`src/verilog/pecc_map.vh`:
```
// register offsets, field positions and reset values of the transceiver event block
// assumes byte offsets on the controller's i/o register space, 16-bit registers
`ifndef PECC_MAP_VH
`define PECC_MAP_VH

// ************************************************************
// register offsets
// ************************************************************
`define PECC_ADDR_W            8
`define PECC_OFF_IRQ_CONTROL   8'hC4
`define PECC_OFF_IRQ_STATUS    8'hC8
`define PECC_OFF_FALSE_CARRIER 8'hD0
`define PECC_OFF_RX_ERROR      8'hD4
`define PECC_OFF_CODING_CFG    8'hD8

// ************************************************************
// reset values
// ************************************************************
`define PECC_RST_IRQ_CONTROL   16'h0000
`define PECC_RST_IRQ_STATUS    16'h0000
`define PECC_RST_COUNT         8'h00
`define PECC_RST_CODING_CFG    16'h0100

// ************************************************************
// irq_control fields
// ************************************************************
`define PECC_CTL_TEST_IRQ      0
`define PECC_CTL_EVENT_EN      1

// ************************************************************
// irq_status_mask fields
// ************************************************************
`define PECC_STS_PENDING       15
`define PECC_STS_MASK_HI       14
`define PECC_STS_MASK_LO       9
`define PECC_MASK_LINK         14
`define PECC_MSK_JABBER        13
`define PECC_MSK_RFAULT        12
`define PECC_MSK_ANDONE        11
`define PECC_MSK_FC_HALF       10
`define PECC_MSK_RXE_HALF      9

// ************************************************************
// coding_layer_config fields
// ************************************************************
`define PECC_CFG_BLOCK_BYPASS  12
`define PECC_CFG_FREE_CLK      11
`define PECC_CFG_TRUE_QUIET    10
`define PECC_CFG_SD_FORCE      9
`define PECC_CFG_SD_ALGO       8
`define PECC_CFG_FORCE_100     5
`define PECC_CFG_NRZI_BYPASS   2
`define PECC_CFG_WMASK         16'h1F24

// ************************************************************
// counters
// ************************************************************
`define PECC_CNT_W             8
`define PECC_CNT_MAX           8'hFF
`define PECC_CNT_HALF_BIT      7

`endif

```
`src/verilog/pecc_top.v`:
```
// transceiver event interrupt control, error counters and coding-layer configuration
// assumes event inputs come from logic on clk_i; register port is a single-cycle strobe port
// Functional notes
// RULE1: six event sources: link change, jabber, remote fault, autoneg done, false carrier half, rx error half.
// RULE2: with test_irq set, every register read raises a pending interrupt.
// RULE3: test interrupt ignores the event enable bit.
// RULE4: event_irq_enable bit 1 passes event interrupts when set, blocks when clear.
// RULE5: irq_control bits 15:2 ignore writes and read zero.
// RULE6: unmasked enabled event asserts the host transceiver event flag.
// RULE7: status bit 15 shows pending, cleared by the read returning it.
// RULE8: bit 14 masks link change, bit 13 masks jabber; zero lets through.
// RULE9: bit 12 masks remote fault, bit 11 masks autoneg done.
// RULE10: bit 10 masks false carrier half, bit 9 masks rx error half.
// RULE11: 8-bit false carrier counter counts each event; upper bits read zero.
// RULE12: false carrier counter saturates at FFh.
// RULE13: both counters reset zero, are writable, and clear on read.
// RULE14: rx error counter counts carrier events containing an invalid symbol.
// RULE15: rx error counter advances at most once per carrier event.
// RULE16: carrier events with collision do not advance the rx error counter.
// RULE17: rx error counter saturates at maximum and holds until cleared.
// RULE18: config bit 12 bypasses the 4B/5B coder.
// RULE19: config bit 11 makes the receive clock free-running.
// RULE20: bit 10 selects true quiet transmit; bit 9 forces signal detect.
// RULE21: bit 8 picks enhanced signal detect; config resets to 0100h.
// RULE22: bit 5 forces 100 Mb/s link ORed with controller input; bit 2 bypasses NRZI.
// RULE23: half-full event fires when a counter first reaches 80h.
`timescale 1ns/1ps
`include "pecc_map.vh"

module pecc_top (
	input  wire        clk_i,
	input  wire        rstn_i,
	input  wire [7:0]  reg_addr_i,
	input  wire        reg_wr_i,
	input  wire        reg_rd_i,
	input  wire [15:0] reg_wdata_i,
	output reg  [15:0] reg_rdata_o,
	output reg         reg_rvalid_o,
	input  wire        link_change_i,
	input  wire        jabber_i,
	input  wire        remote_fault_i,
	input  wire        autoneg_done_i,
	input  wire        false_carrier_i,
	input  wire        carrier_i,
	input  wire        symbol_error_i,
	input  wire        collision_i,
	input  wire        controller_force_fast_link_i,
	output reg         host_status_transceiver_event_o,
	output reg         block_code_bypass_o,
	output reg         receive_clock_free_o,
	output reg         true_quiet_enable_o,
	output reg         signal_detect_force_o,
	output reg         signal_detect_algorithm_o,
	output reg         force_fast_link_o,
	output reg         nrzi_bypass_o
);

	// ************************************************************
	// functions
	// ************************************************************
	// saturating counter update: write loads, read clears, event adds one
	function [7:0] pecc_count;
		input [7:0] cur;
		input       wr;
		input [7:0] wval;
		input       rd;
		input       inc;
		reg   [7:0] base;
		begin
			base = rd ? `PECC_RST_COUNT : cur;
			if (wr)
				pecc_count = wval;
			else if (inc && (base != `PECC_CNT_MAX))
				pecc_count = base + 8'h01;
			else
				pecc_count = base;
		end
	endfunction

	// ************************************************************
	// state
	// ************************************************************
	reg        event_en_r;
	reg        test_irq_r;
	reg        pending_r;
	reg [5:0]  mask_r;
	reg [7:0]  fc_count_r;
	reg [7:0]  rxe_count_r;
	reg [15:0] cfg_r;
	reg        carrier_d_r;
	reg        err_seen_r;
	reg        coll_seen_r;

	wire       sel_ctl = (reg_addr_i == `PECC_OFF_IRQ_CONTROL);
	wire       sel_sts = (reg_addr_i == `PECC_OFF_IRQ_STATUS);
	wire       sel_fc  = (reg_addr_i == `PECC_OFF_FALSE_CARRIER);
	wire       sel_rxe = (reg_addr_i == `PECC_OFF_RX_ERROR);
	wire       sel_cfg = (reg_addr_i == `PECC_OFF_CODING_CFG);

	// rx error: judged at carrier end so a late collision still vetoes it
	wire       carrier_end = carrier_d_r & ~carrier_i;
	wire       rxe_inc     = carrier_end & err_seen_r & ~coll_seen_r;            // [RULE14] [RULE15] [RULE16]

	wire [7:0] fc_nxt  = pecc_count(fc_count_r, reg_wr_i & sel_fc, reg_wdata_i[7:0],
	                                reg_rd_i & sel_fc, false_carrier_i);        // [RULE11] [RULE12] [RULE13]
	wire [7:0] rxe_nxt = pecc_count(rxe_count_r, reg_wr_i & sel_rxe, reg_wdata_i[7:0],
	                                reg_rd_i & sel_rxe, rxe_inc);               // [RULE13] [RULE17]

	wire       fc_half  = fc_nxt[`PECC_CNT_HALF_BIT] & ~fc_count_r[`PECC_CNT_HALF_BIT];   // [RULE23]
	wire       rxe_half = rxe_nxt[`PECC_CNT_HALF_BIT] & ~rxe_count_r[`PECC_CNT_HALF_BIT]; // [RULE23]

	// mask_r[5:0] maps status bits 14:9
	wire [5:0] events = {link_change_i, jabber_i, remote_fault_i,
	                     autoneg_done_i, fc_half, rxe_half};                    // [RULE1]
	wire       event_hit = event_en_r & (|(events & ~mask_r));                  // [RULE4] [RULE6] [RULE8] [RULE9] [RULE10]
	wire       test_hit  = test_irq_r & reg_rd_i;                               // [RULE2] [RULE3]

	// ************************************************************
	// read mux
	// ************************************************************
	reg [15:0] rdata_nxt;
	always @* begin
		rdata_nxt = 16'h0000;
		case (1'b1)
			sel_ctl: rdata_nxt = {14'h0000, event_en_r, test_irq_r};           // [RULE5]
			sel_sts: rdata_nxt = {pending_r, mask_r, 9'h000};                   // [RULE7]
			sel_fc:  rdata_nxt = {8'h00, fc_count_r};                            // [RULE11]
			sel_rxe: rdata_nxt = {8'h00, rxe_count_r};
			sel_cfg: rdata_nxt = cfg_r;
			default: rdata_nxt = 16'h0000;
		endcase
	end

	// ************************************************************
	// registers
	// ************************************************************
	always @(posedge clk_i or negedge rstn_i) begin
		if (!rstn_i) begin
			event_en_r   <= 1'b0;
			test_irq_r   <= 1'b0;
			pending_r    <= 1'b0;
			mask_r       <= 6'h00;
			fc_count_r   <= `PECC_RST_COUNT;
			rxe_count_r  <= `PECC_RST_COUNT;
			cfg_r        <= `PECC_RST_CODING_CFG;                                 // [RULE21]
			carrier_d_r  <= 1'b0;
			err_seen_r   <= 1'b0;
			coll_seen_r  <= 1'b0;
			reg_rdata_o  <= 16'h0000;
			reg_rvalid_o <= 1'b0;
		end else begin
			if (reg_wr_i && sel_ctl) begin
				event_en_r <= reg_wdata_i[`PECC_CTL_EVENT_EN];                  // [RULE4]
				test_irq_r <= reg_wdata_i[`PECC_CTL_TEST_IRQ];
			end
			if (reg_wr_i && sel_sts)
				mask_r <= reg_wdata_i[`PECC_STS_MASK_HI:`PECC_STS_MASK_LO];
			if (reg_wr_i && sel_cfg)
				cfg_r <= reg_wdata_i & `PECC_CFG_WMASK;
			// a new interrupt in the clearing read's cycle survives the clear
			if (event_hit || test_hit)
				pending_r <= 1'b1;                                              // [RULE2] [RULE6]
			else if (reg_rd_i && sel_sts)
				pending_r <= 1'b0;                                              // [RULE7]
			fc_count_r  <= fc_nxt;
			rxe_count_r <= rxe_nxt;
			carrier_d_r <= carrier_i;
			if (carrier_i) begin
				err_seen_r  <= err_seen_r | symbol_error_i;
				coll_seen_r <= coll_seen_r | collision_i;
			end else begin
				err_seen_r  <= 1'b0;
				coll_seen_r <= 1'b0;
			end
			reg_rvalid_o <= reg_rd_i;
			if (reg_rd_i)
				reg_rdata_o <= rdata_nxt;
		end
	end

	// ************************************************************
	// host event flag and configuration outputs
	// ************************************************************
	always @(posedge clk_i or negedge rstn_i) begin
		if (!rstn_i) begin
			host_status_transceiver_event_o <= 1'b0;
			block_code_bypass_o             <= 1'b0;
			receive_clock_free_o            <= 1'b0;
			true_quiet_enable_o             <= 1'b0;
			signal_detect_force_o           <= 1'b0;
			signal_detect_algorithm_o       <= 1'b1;
			force_fast_link_o               <= 1'b0;
			nrzi_bypass_o                   <= 1'b0;
		end else begin
			host_status_transceiver_event_o <= pending_r;                      // [RULE6]
			block_code_bypass_o             <= cfg_r[`PECC_CFG_BLOCK_BYPASS];  // [RULE18]
			receive_clock_free_o            <= cfg_r[`PECC_CFG_FREE_CLK];      // [RULE19]
			true_quiet_enable_o             <= cfg_r[`PECC_CFG_TRUE_QUIET];    // [RULE20]
			signal_detect_force_o           <= cfg_r[`PECC_CFG_SD_FORCE];      // [RULE20]
			signal_detect_algorithm_o       <= cfg_r[`PECC_CFG_SD_ALGO];       // [RULE21]
			force_fast_link_o               <= cfg_r[`PECC_CFG_FORCE_100] | controller_force_fast_link_i; // [RULE22]
			nrzi_bypass_o                   <= cfg_r[`PECC_CFG_NRZI_BYPASS];   // [RULE22]
		end
	end

endmodule // pecc_top

```
`config.mk`:
```
export PLATFORM = sky130hd
export DESIGN_NAME = pecc_top
export DESIGN_NICKNAME = d
export VERILOG_FILES = /design/src/verilog/pecc_top.v
export VERILOG_INCLUDE_DIRS = /design/src /design/src/verilog
export SDC_FILE = /design/constraint.sdc
export NUM_CORES = 1
export LEC_CHECK = 0
export BUFFER_PORTS_ARGS = -buffer_cell sky130_fd_sc_hd__buf_2
export CORE_ASPECT_RATIO = 0.7
export CORE_MARGIN = 8
export CORE_UTILIZATION = 54
export CTS_CLUSTER_DIAMETER = 30
export DETAILED_ROUTE_END_ITERATION = 12
export PLACE_DENSITY = 0.79
export SETUP_SLACK_MARGIN = 0.4
export SLEW_MARGIN = 20
export SYNTH_ARGS = -nofsm -noshare
export SYNTH_HDL_FRONTEND = slang
export SYNTH_SLANG_ARGS = --single-unit
```
`constraint.sdc`:
```
create_clock -name clk_i -period 2.1 [get_ports clk_i]
set_input_delay 0.21 -clock clk_i [delete_from_list [all_inputs] [get_ports clk_i]]
set_output_delay 0.21 -clock clk_i [all_outputs]
set_load 0.01 [all_outputs]
```
==> results of run 1 <==
-- final cells by class --
cell class              count  area [um2]
inverters                  13        48.8
fillers                   383        1500
repair buffers             87         512
multi-input cells         189        1410
flip-flops and latches     60        1500
clock buffers              12         165
clock inverters             2        10.0
well taps                  72        90.1
-- what timing repair did --
action                                 4_1_cts  5_1_grt
setup endpoints to repair                    7       10
endpoints found under the hold margin       18        0
pin swaps                                    4        4
gates resized for setup                      4       11
hold buffers                                 1        0
setup buffers                                5        2
-- critical path, delay by kind of cell --
kind                       cells  cell delay (ps)
and+or+nand+nor                6             1290
AOI/OAI and AO/OA              2              280
adders and majority gates      1              140
buffers and inverters          1               90
-- stage by stage --
step	TNS [ps]	hold WS (ps)
after floorplan	0	-85.6
after global placement	-76.7	209
after detailed placement	-442	213
after CTS	0	11.5
after global routing	0	26.4
final	0	27.0
-- metal layers --
| metal | track usage | routed length, um |
|---|---|---|
| met5 | 0 | 0 |
| met3 | 0.0569 | 596 |
| met1 | 0.268 | 3710 |
| met2 | 0.308 | 3670 |
| met4 | 0.0777 | 131 |
-- worst max path at each step --
stage	startpoint	to	slack (ps)	depth (start not counted)
2_1_floorplan	reg_addr_i[5]	rxe_count_r[6]$_DFF_PN0_	240	9
3_3_place_gp	reg_addr_i[3]	rxe_count_r[5]$_DFF_PN0_	-50	10
3_5_place_dp	reg_addr_i[3]	rxe_count_r[5]$_DFF_PN0_	-130	10
4_1_cts	reg_addr_i[4]	rxe_count_r[6]$_DFF_PN0_	400	10
5_1_grt	reg_addr_i[4]	rxe_count_r[6]$_DFF_PN0_	250	10
6_report	reg_addr_i[4]	rxe_count_r[0]$_DFF_PN0_	310	10
-- cell usage after synthesis, types with 2 or more instances --
master,count
o22ai_1,2
a22o_1,2
nand3_1,12
xnor2_1,6
a22oi_1,5
mux2_2,18
o2bb2ai_1,5
a21oi_1,7
and3_1,7
nor3_1,6
buf_2,4
o31ai_1,6
nor2b_1,2
o211ai_1,2
nand4_1,7
a221oi_1,5
ha_1,2
mux2i_1,6
nor2_1,15
clkbuf_1,7
o221ai_1,2
dfstp_2,2
and4_1,3
o21ai_0,14
and4b_1,2
dfrtp_1,58
nand3b_1,2
and2_1,6
xor2_1,3
inv_1,13
nand2_1,23
or2_2,2
o21a_1,4
-- flip-flops by register name, indices dropped and copies added (netlist names) --
name and flops:
reg_rdata_o 16, fc_count_r 8, rxe_count_r 8, cfg_r 7, mask_r 6, block_code_bypass_o 1, carrier_d_r 1, coll_seen_r 1
err_seen_r 1, event_en_r 1, force_fast_link_o 1, host_status_transceiver_event_o 1, nrzi_bypass_o 1, pending_r 1, receive_clock_free_o 1, reg_rvalid_o 1
signal_detect_algorithm_o 1, signal_detect_force_o 1, test_irq_r 1, true_quiet_enable_o 1
-- power by group through the flow --
stage	registers (W)	logic [W]	clock network, W
global placement	0.00146	0.000509	0
detailed placement	0.00146	0.000527	0
floorplan	0.00142	0.000348	0
CTS	0.00143	0.000571	0.000960
global route	0.00146	0.000691	0.00101
finish	0.00144	0.000630	0.000948
-- cells by family (layout without fill, tap and decap cells) --
| kind of cell | after synthesis | count (layout) | share of synthesized area |
|---|---|---|---|
| simple gates | 94 | 94 | 0.181 |
| compound gates | 60 | 60 | 0.144 |
| flops | 60 | 60 | 0.513 |
| buf+inv | 25 | 114 | 0.0363 |
| mux | 24 | 24 | 0.0897 |
| xor+xnor | 9 | 9 | 0.0269 |
| fa+ha+maj | 2 | 2 | 0.00854 |
==> results.cfg, run 1 <==
[outcome]
status = finished, final reports clean

[grt]
grt_max_degree = 27
track_usage = 0.202
grt.overflow.total = 0
grt_pass1_vias = 2565
antenna_found_initial = 0
grt_pass1_wl_mm = 13.1

[timing]
tightestPinTransition_ps = 557
setup_viol = 0
min_period_ps = 1790
fmax_ghz = 0.558
fin_skew_ps = 7.61
setup_ws_ps = 309
relSlewSlack = 0.627
rsz0062_at_grt = true
final_hold_viol_count = 0
finalCritPeriodShare = 0.853
drv_slew = 0

[cts]
insertion_delay_ps = 350
cts_root_buffer = clkbuf_8
clkTransAtPathRegs_ps = 60
htreeDepth = 3
cts_buffer_depth = 2
numCtsBuffers = 9
cts_tree = built
cts.sinks = 60

[power]
p_total_w = 0.00302
intPower_w = 0.00213
power.net_switching_w = 0.000891
p_per_area_nw_per_um2 = 808
pwr-share-clk = 0.314
power_frac_seq = 0.477
ir_drop_v = 0.000650
swShare = 0.295
p_comb_frac = 0.209
leakage_nw = 1.79

[drt]
dr.pass1.iters = 5
ant_nets = 0
detailroute.via_count = 2567
drt_wl_total_mm = 8.11
via_per_inst = 5.90
routedWlPerCell_um = 18.6
initialDrtViolationCount = 140
drc_errors = 0

[place]
place.gp.congestion = 0.891
pre_cts_ws_ps = -134
port_buffers = 60
dp_hpwl_mm = 5.87
post_dp_cell_area_um2 = 3430
placed_cells = 413

[layout]
design_area_um2 = 3730
diodes = 0
layout_common_cells = buf_2, dfrtp_1, buf_4
layout_commonest_cell = buf_2
nets = 399
drive_above_1_share = 0.394
final_util = 0.714
area_delta_synth_final_pct = 27.5
fin_cells = 435

[critical_path]
crit_type = input port to flip-flop
cp.required_ps = 2330
slowest_stage = or2_2
cp_cell_sequence = buf_6 -> and4b_2 -> nand4_1 -> and2_4 -> ha_4 -> nand4_1 -> nor2_1 -> a21oi_2 -> or2_2 -> a22o_1
crit_arrival_ps = 2020
rr_startpoint = rxe_count_r[0]$_DFF_PN0_
reg2reg_slack_ps = 390
r2r-end = rxe_count_r[0]$_DFF_PN0_
worst_r2r_path_depth = 7
endpoint_kind = flip-flop
worstSetupStartpointType = input port
path_max_fanout = 4
cp_common_cell = nand4_1
cpPeakStageDelay_ps = 280

[floorplanning]
core_um2 = 5230
std_cell_rows = 22
io_pins = 62
dieHeight_um = 77.6
die_x_um = 104
initial_core_util = 0.560
die_area_um2 = 8080

[logic_synthesis]
synth_edf_count = 0
synth.net_count = 313
synth.distinct_cells = 47
ys.warnings.count = 0
synth_flop_cell = dfrtp_1
post-synth-top-area-fraction = 0.495
synthTopCellsByArea = dfrtp_1, mux2_2, nand2_1
synth_top_area_cell = dfrtp_1
synth_area_um2 = 2930
ys_ff_latch = 60
synth-seq-area-share = 0.513
async_reset_ff_frac = 1.00
synth_cells = 274
synth.avg_cell_area_um2 = 10.7

[hold_path]
min_to = carrier_d_r$_DFF_PN0_
hold_depth = 1
hold_start = carrier_i
hp-class = input port to flip-flop

[job]
cap_violations = 0
Power figures use the tool's default switching activity.
==> inputs of run 2 (changes only) <==
RECOVER_POWER = 100   (was not set)
==> run 2 against run 1 <==
Worst hold slack better by 25 ps. Setup slack worse by 82 ps. Total power down 1.2%. First-iteration DRC count down 18%. Sequential power about the same. Via count down 0.74%. Flip-flop and latch count unchanged. Die area unchanged.
==> results.cfg, run 2 (synthesized netlist as in run 1, its figures left out) <==
[critical_path]
crit_type = input port to flip-flop
worstSetupStartpointType = input port
slowest_stage = and2_0
crit_arrival_ps = 2120
cp.required_ps = 2350
cpPeakStageDelay_ps = 270
path_max_fanout = 4
endpoint_kind = flip-flop
cp_common_cell = nand4_1
cp_cell_sequence = buf_6 -> and4b_2 -> nand4_1 -> and2_0 -> ha_4 -> nand4_1 -> o211a_1 -> and3_1 -> xnor2_2 -> o31ai_1

[layout]
diodes = 0
drive_above_1_share = 0.281
area_delta_synth_final_pct = 24.5
largest_reg_flops = 16
final_util = 0.698
nets = 399
layout_common_cells = dfrtp_1, clkbuf_1, buf_2
top_regs = reg_rdata_o x16, fc_count_r x8, rxe_count_r x8
layout_commonest_cell = dfrtp_1
regMostFlops = reg_rdata_o
n_fill_cell = 417
fin_cells = 435

[drt]
drt_wl_total_mm = 8.06
detailroute.via_count = 2548
dr.pass1.iters = 6
routedWlPerCell_um = 18.5
via_per_inst = 5.86
initialDrtViolationCount = 115
drc_errors = 0
ant_nets = 0

[job]
cap_violations = 0

[cts]
cts_root_buffer = clkbuf_8
cts_tree = built
insertion_delay_ps = 350
numCtsBuffers = 9
cts.sinks = 60
htreeDepth = 3
clkTransAtPathRegs_ps = 60
cts_buffer_depth = 2

[power]
intPower_w = 0.00210
p_comb_frac = 0.201
ir_drop_v = 0.000667
leakage_nw = 1.63
pwr-share-clk = 0.317
power_frac_seq = 0.482
power.net_switching_w = 0.000884
swShare = 0.296
p_per_area_nw_per_um2 = 818

[timing]
min_period_ps = 1870
whs_ps = 52.1
drv_slew = 0
setup_viol = 0
relSlewSlack = 0.184
tightestPinTransition_ps = 1220
fin_skew_ps = 11.0
fmax_ghz = 0.534
finalCritPeriodShare = 0.892
setup_ws_ps = 226
final_hold_viol_count = 0
rsz0062_at_grt = true

[grt]
grt_pass1_vias = 2565
grt_max_degree = 27
grt_pass1_wl_mm = 13.1
antenna_found_initial = 0
grt.overflow.total = 0
track_usage = 0.202

[place]
pre_cts_ws_ps = -134
port_buffers = 60
place.gp.congestion = 0.891
dp_hpwl_mm = 5.87
placed_cells = 413

[floorplanning]
die_area_um2 = 8080
std_cell_rows = 22
initial_core_util = 0.560
core_um2 = 5230
io_pins = 62
die_x_um = 104
dieHeight_um = 77.6

[hold_path]
hp-class = input port to flip-flop

[outcome]
status = finished, final reports clean
## run 2: power groups by stage
stage               clock, W  combinational, W  sequential, W
global route         0.00101          0.000662        0.00146
detailed placement         0          0.000527        0.00146
global placement           0          0.000509        0.00146
floorplan                  0          0.000348        0.00142
CTS                 0.000960          0.000571        0.00143
finish              0.000946          0.000599        0.00144
## run 2: layer usage
metal / GRT usage / up-vias / wire (um)
li1: - / 1174 / -
met1: 0.268 / 1243 / 3670
met2: 0.308 / 119 / 3640
met3: 0.0569 / 12 / 608
met4: 0.0777 / 0 / 147
met5: 0 / - / 0
## run 2: path summary, 6_finish.rpt
path                                           from                                   to  slack, ps  depth (start not counted)
setup / recovery                      reg_addr_i[4]             rxe_count_r[6]$_DFF_PN0_        230                         10
hold / removal                            carrier_i                carrier_d_r$_DFF_PN0_         50                          1
setup reg to reg           rxe_count_r[1]$_DFF_PN0_             rxe_count_r[6]$_DFF_PN0_        300                          7
hold reg to reg                cfg_r[8]$_DFFE_PN1P_  signal_detect_algorithm_o$_DFF_PN1_        380                          0
max in group asynchronous                    rstn_i               event_en_r$_DFFE_PN0P_        470                          3
min in group asynchronous                    rstn_i          reg_rdata_o[13]$_DFFE_PN0P_        650                          2
## run 2: critical path: cells and delay by family
kind,cells,cell delay (ps)
and+or+nand+nor,5,1040
xor gates and xnor gates,1,150
AOI/OAI and AO/OA,2,450
buffers and inverters,1,90
adders and majority gates,1,180
## run 2: layout make-up
cell class                 count  area (um2)  area share
clock buffer                  12         165      0.0453
clock inverter                 2        10.0     0.00274
inverter                      13        48.8      0.0134
multi-input combinational    189        1390       0.380
sequential                    60        1500       0.412
tap                           72        90.1      0.0247
timing repair buffer          87         444       0.122
## run 2: repair_timing
item	4_1_cts	5_1_grt
setup buffers	5	2
resized for setup	4	11
pin swaps	4	4
endpoints found under the hold margin	18	0
setup endpoints to repair	7	10
hold buffers	1	0
## run 2: stage by stage
step | power (W) | cell area (um2) | setup TNS, ps
after floorplan | 0.00177 | 2960 | 0
after global placement | 0.00197 | 3430 | -76.7
after detailed placement | 0.00199 | 3430 | -442
after CTS | 0.00296 | 3670 | 0
after global routing | 0.00313 | 3650 | 0
final | 0.00298 | 3650 | 0
==> inputs of run 3 (changes only) <==
CORE_UTILIZATION = 56   (was 54)
CTS_BUF_LIST = sky130_fd_sc_hd__clkbuf_4 sky130_fd_sc_hd__clkbuf_8   (was not set)
==> run 3 against run 2 <==
Clock skew shrank 1.5 ps. Wire length shrank 6.3%. Core utilization is 1.7 points higher. Total power grew 2.6%. Non-clock buffer count decreased by 3. Critical path type unchanged. Critical endpoint is now rxe_count_r[0]$_DFF_PN0_.
==> results.cfg, run 3 (synthesized netlist as in run 1, its figures left out) <==
[drt]
dr.pass1.iters = 5
via_per_inst = 5.70
drt_wl_total_mm = 7.55
drc_errors = 0
routedWlPerCell_um = 17.4
ant_nets = 0
detailroute.via_count = 2475
initialDrtViolationCount = 202

[timing]
min_period_ps = 1860
finalCritPeriodShare = 0.886
fin_skew_ps = 9.56
tns_ps = 0
tightestPinTransition_ps = 534
final_hold_viol_count = 0
whs_ps = 46.5
setup_viol = 0
relSlewSlack = 0.642
drv_slew = 0
rsz0062_at_grt = true
fmax_ghz = 0.537

[cts]
insertion_delay_ps = 350
clkTransAtPathRegs_ps = 60
htreeDepth = 3
cts_buffer_depth = 2
cts_root_buffer = clkbuf_8
numCtsBuffers = 9
cts_tree = built
cts.sinks = 60

[power]
p_per_area_nw_per_um2 = 832
ir_drop_v = 0.000532
leakage_nw = 1.65
p_total_w = 0.00306

[critical_path]
cp-endpoint = rxe_count_r[0]$_DFF_PN0_
crit_type = input port to flip-flop
cp.required_ps = 2330
r2r-end = rxe_count_r[0]$_DFF_PN0_
worst_r2r_path_depth = 7
endpoint_kind = flip-flop
crit_arrival_ps = 2090
crit_path_start = reg_addr_i[5]
path_max_fanout = 4
worstSetupStartpointType = input port
rr_startpoint = rxe_count_r[1]$_DFF_PN0_
reg2reg_slack_ps = 260

[layout]
largest_reg_flops = 16
top_regs = reg_rdata_o x16, fc_count_r x8, rxe_count_r x8
drive_above_1_share = 0.279
diodes = 0
final_util = 0.715
regMostFlops = reg_rdata_o
layout_commonest_cell = dfrtp_1
design_area_um2 = 3680
n_fill_cell = 407
nets = 396
layout_common_cells = dfrtp_1, clkbuf_1, buf_2
area_delta_synth_final_pct = 25.5

[grt]
grt_max_degree = 54
grt_pass1_wl_mm = 12.1
grt_pass1_vias = 2446
track_usage = 0.199
antenna_found_initial = 0
grt.overflow.total = 0

[place]
dp_hpwl_mm = 5.44
place.gp.congestion = 0.818
port_buffers = 60
post_dp_cell_area_um2 = 3430

[floorplanning]
dieHeight_um = 76.5
die_area_um2 = 7840
core_um2 = 5150
initial_core_util = 0.569
io_pins = 62
die_x_um = 102
std_cell_rows = 22

[outcome]
status = finished, final reports clean

[job]
cap_violations = 0

[hold_path]
hp-class = input port to flip-flop
-- run 3: cell count changes in the layout (fill, tap and decap cells not counted), moves of 2 or more --
cell,delta
clkbuf_1,-2
clkinvlp_4,+2
buf_2,-3
buf_4,+2
nor3_2,-3
buf_6,+2
nor3_1,+3
clkbuf_8,-2
-- run 3: final cells by class --
cell class	instances	area (um2)	share of cell area
Tap cell	72	90.1	0.0245
Multi-Input combinational cell	189	1370	0.373
Timing Repair Buffer	84	459	0.125
Inverter	13	48.8	0.0133
Clock inverter	4	50.0	0.0136
Sequential cell	60	1500	0.409
Clock buffer	12	153	0.0415
-- run 3: timing repair --
item                                    in CTS  in global routing
pin swaps                                   10                  5
hold buffers                                 1                  0
resized for setup                            6                 13
hold endpoints to repair                     7                  0
endpoints found under the setup margin       5                  8
setup buffers                                4                  2
-- run 3: layer usage --
layer / track usage / routed length [um] / vias to the layer above
li1: - / - / 1180
met1: 0.268 / 3420 / 1169
met3: 0.0657 / 641 / 12
met5: 0 / 0 / -
met2: 0.287 / 3390 / 114
met4: 0.0745 / 104 / 0
-- run 3: worst min-delay path by stage --
stage / endpoint / start / cells past startpoint / slack (ps)
6_report: carrier_d_r$_DFF_PN0_ / carrier_i / 1 / 50
3_5_place_dp: reg_rdata_o[13]$_DFFE_PN0P_ / rstn_i / 1 / 60
2_1_floorplan: block_code_bypass_o$_DFF_PN0_ / rstn_i / 0 / -90
3_3_place_gp: reg_rdata_o[13]$_DFFE_PN0P_ / rstn_i / 1 / 70
5_1_grt: force_fast_link_o$_DFF_PN0_ / controller_force_fast_link_i / 2 / 50
4_1_cts: carrier_d_r$_DFF_PN0_ / carrier_i / 1 / 10
-- run 3: report_power, final --
| part | leakage, nW | total [W] | switching, W | internal, W |
|---|---|---|---|---|
| clock | 0.0994 | 0.00105 | 0.000448 | 0.000604 |
| sequential | 0.785 | 0.00144 | 0.000148 | 0.00129 |
| combinational | 0.769 | 0.000568 | 0.000278 | 0.000289 |
| total | 1.65 | 0.00306 | 0.000875 | 0.00219 |
-- run 3: worst max-delay path, stage by stage --
cell      delay (ps)
clkbuf_1          90
and4b_2          240
nand4_1          150
and2_0           250
ha_4             170
nand4_1          170
nor2_1           200
a21oi_1          110
or2_2            290
a22o_1           200
-- run 3: stage by stage --
stage          instances  setup slack [ps]
5_1_grt              434               170
4_1_cts              432               394
3_3_place_gp         411              16.5
2_1_floorplan        274               239
6_report             434               239
3_5_place_dp         411             -22.7
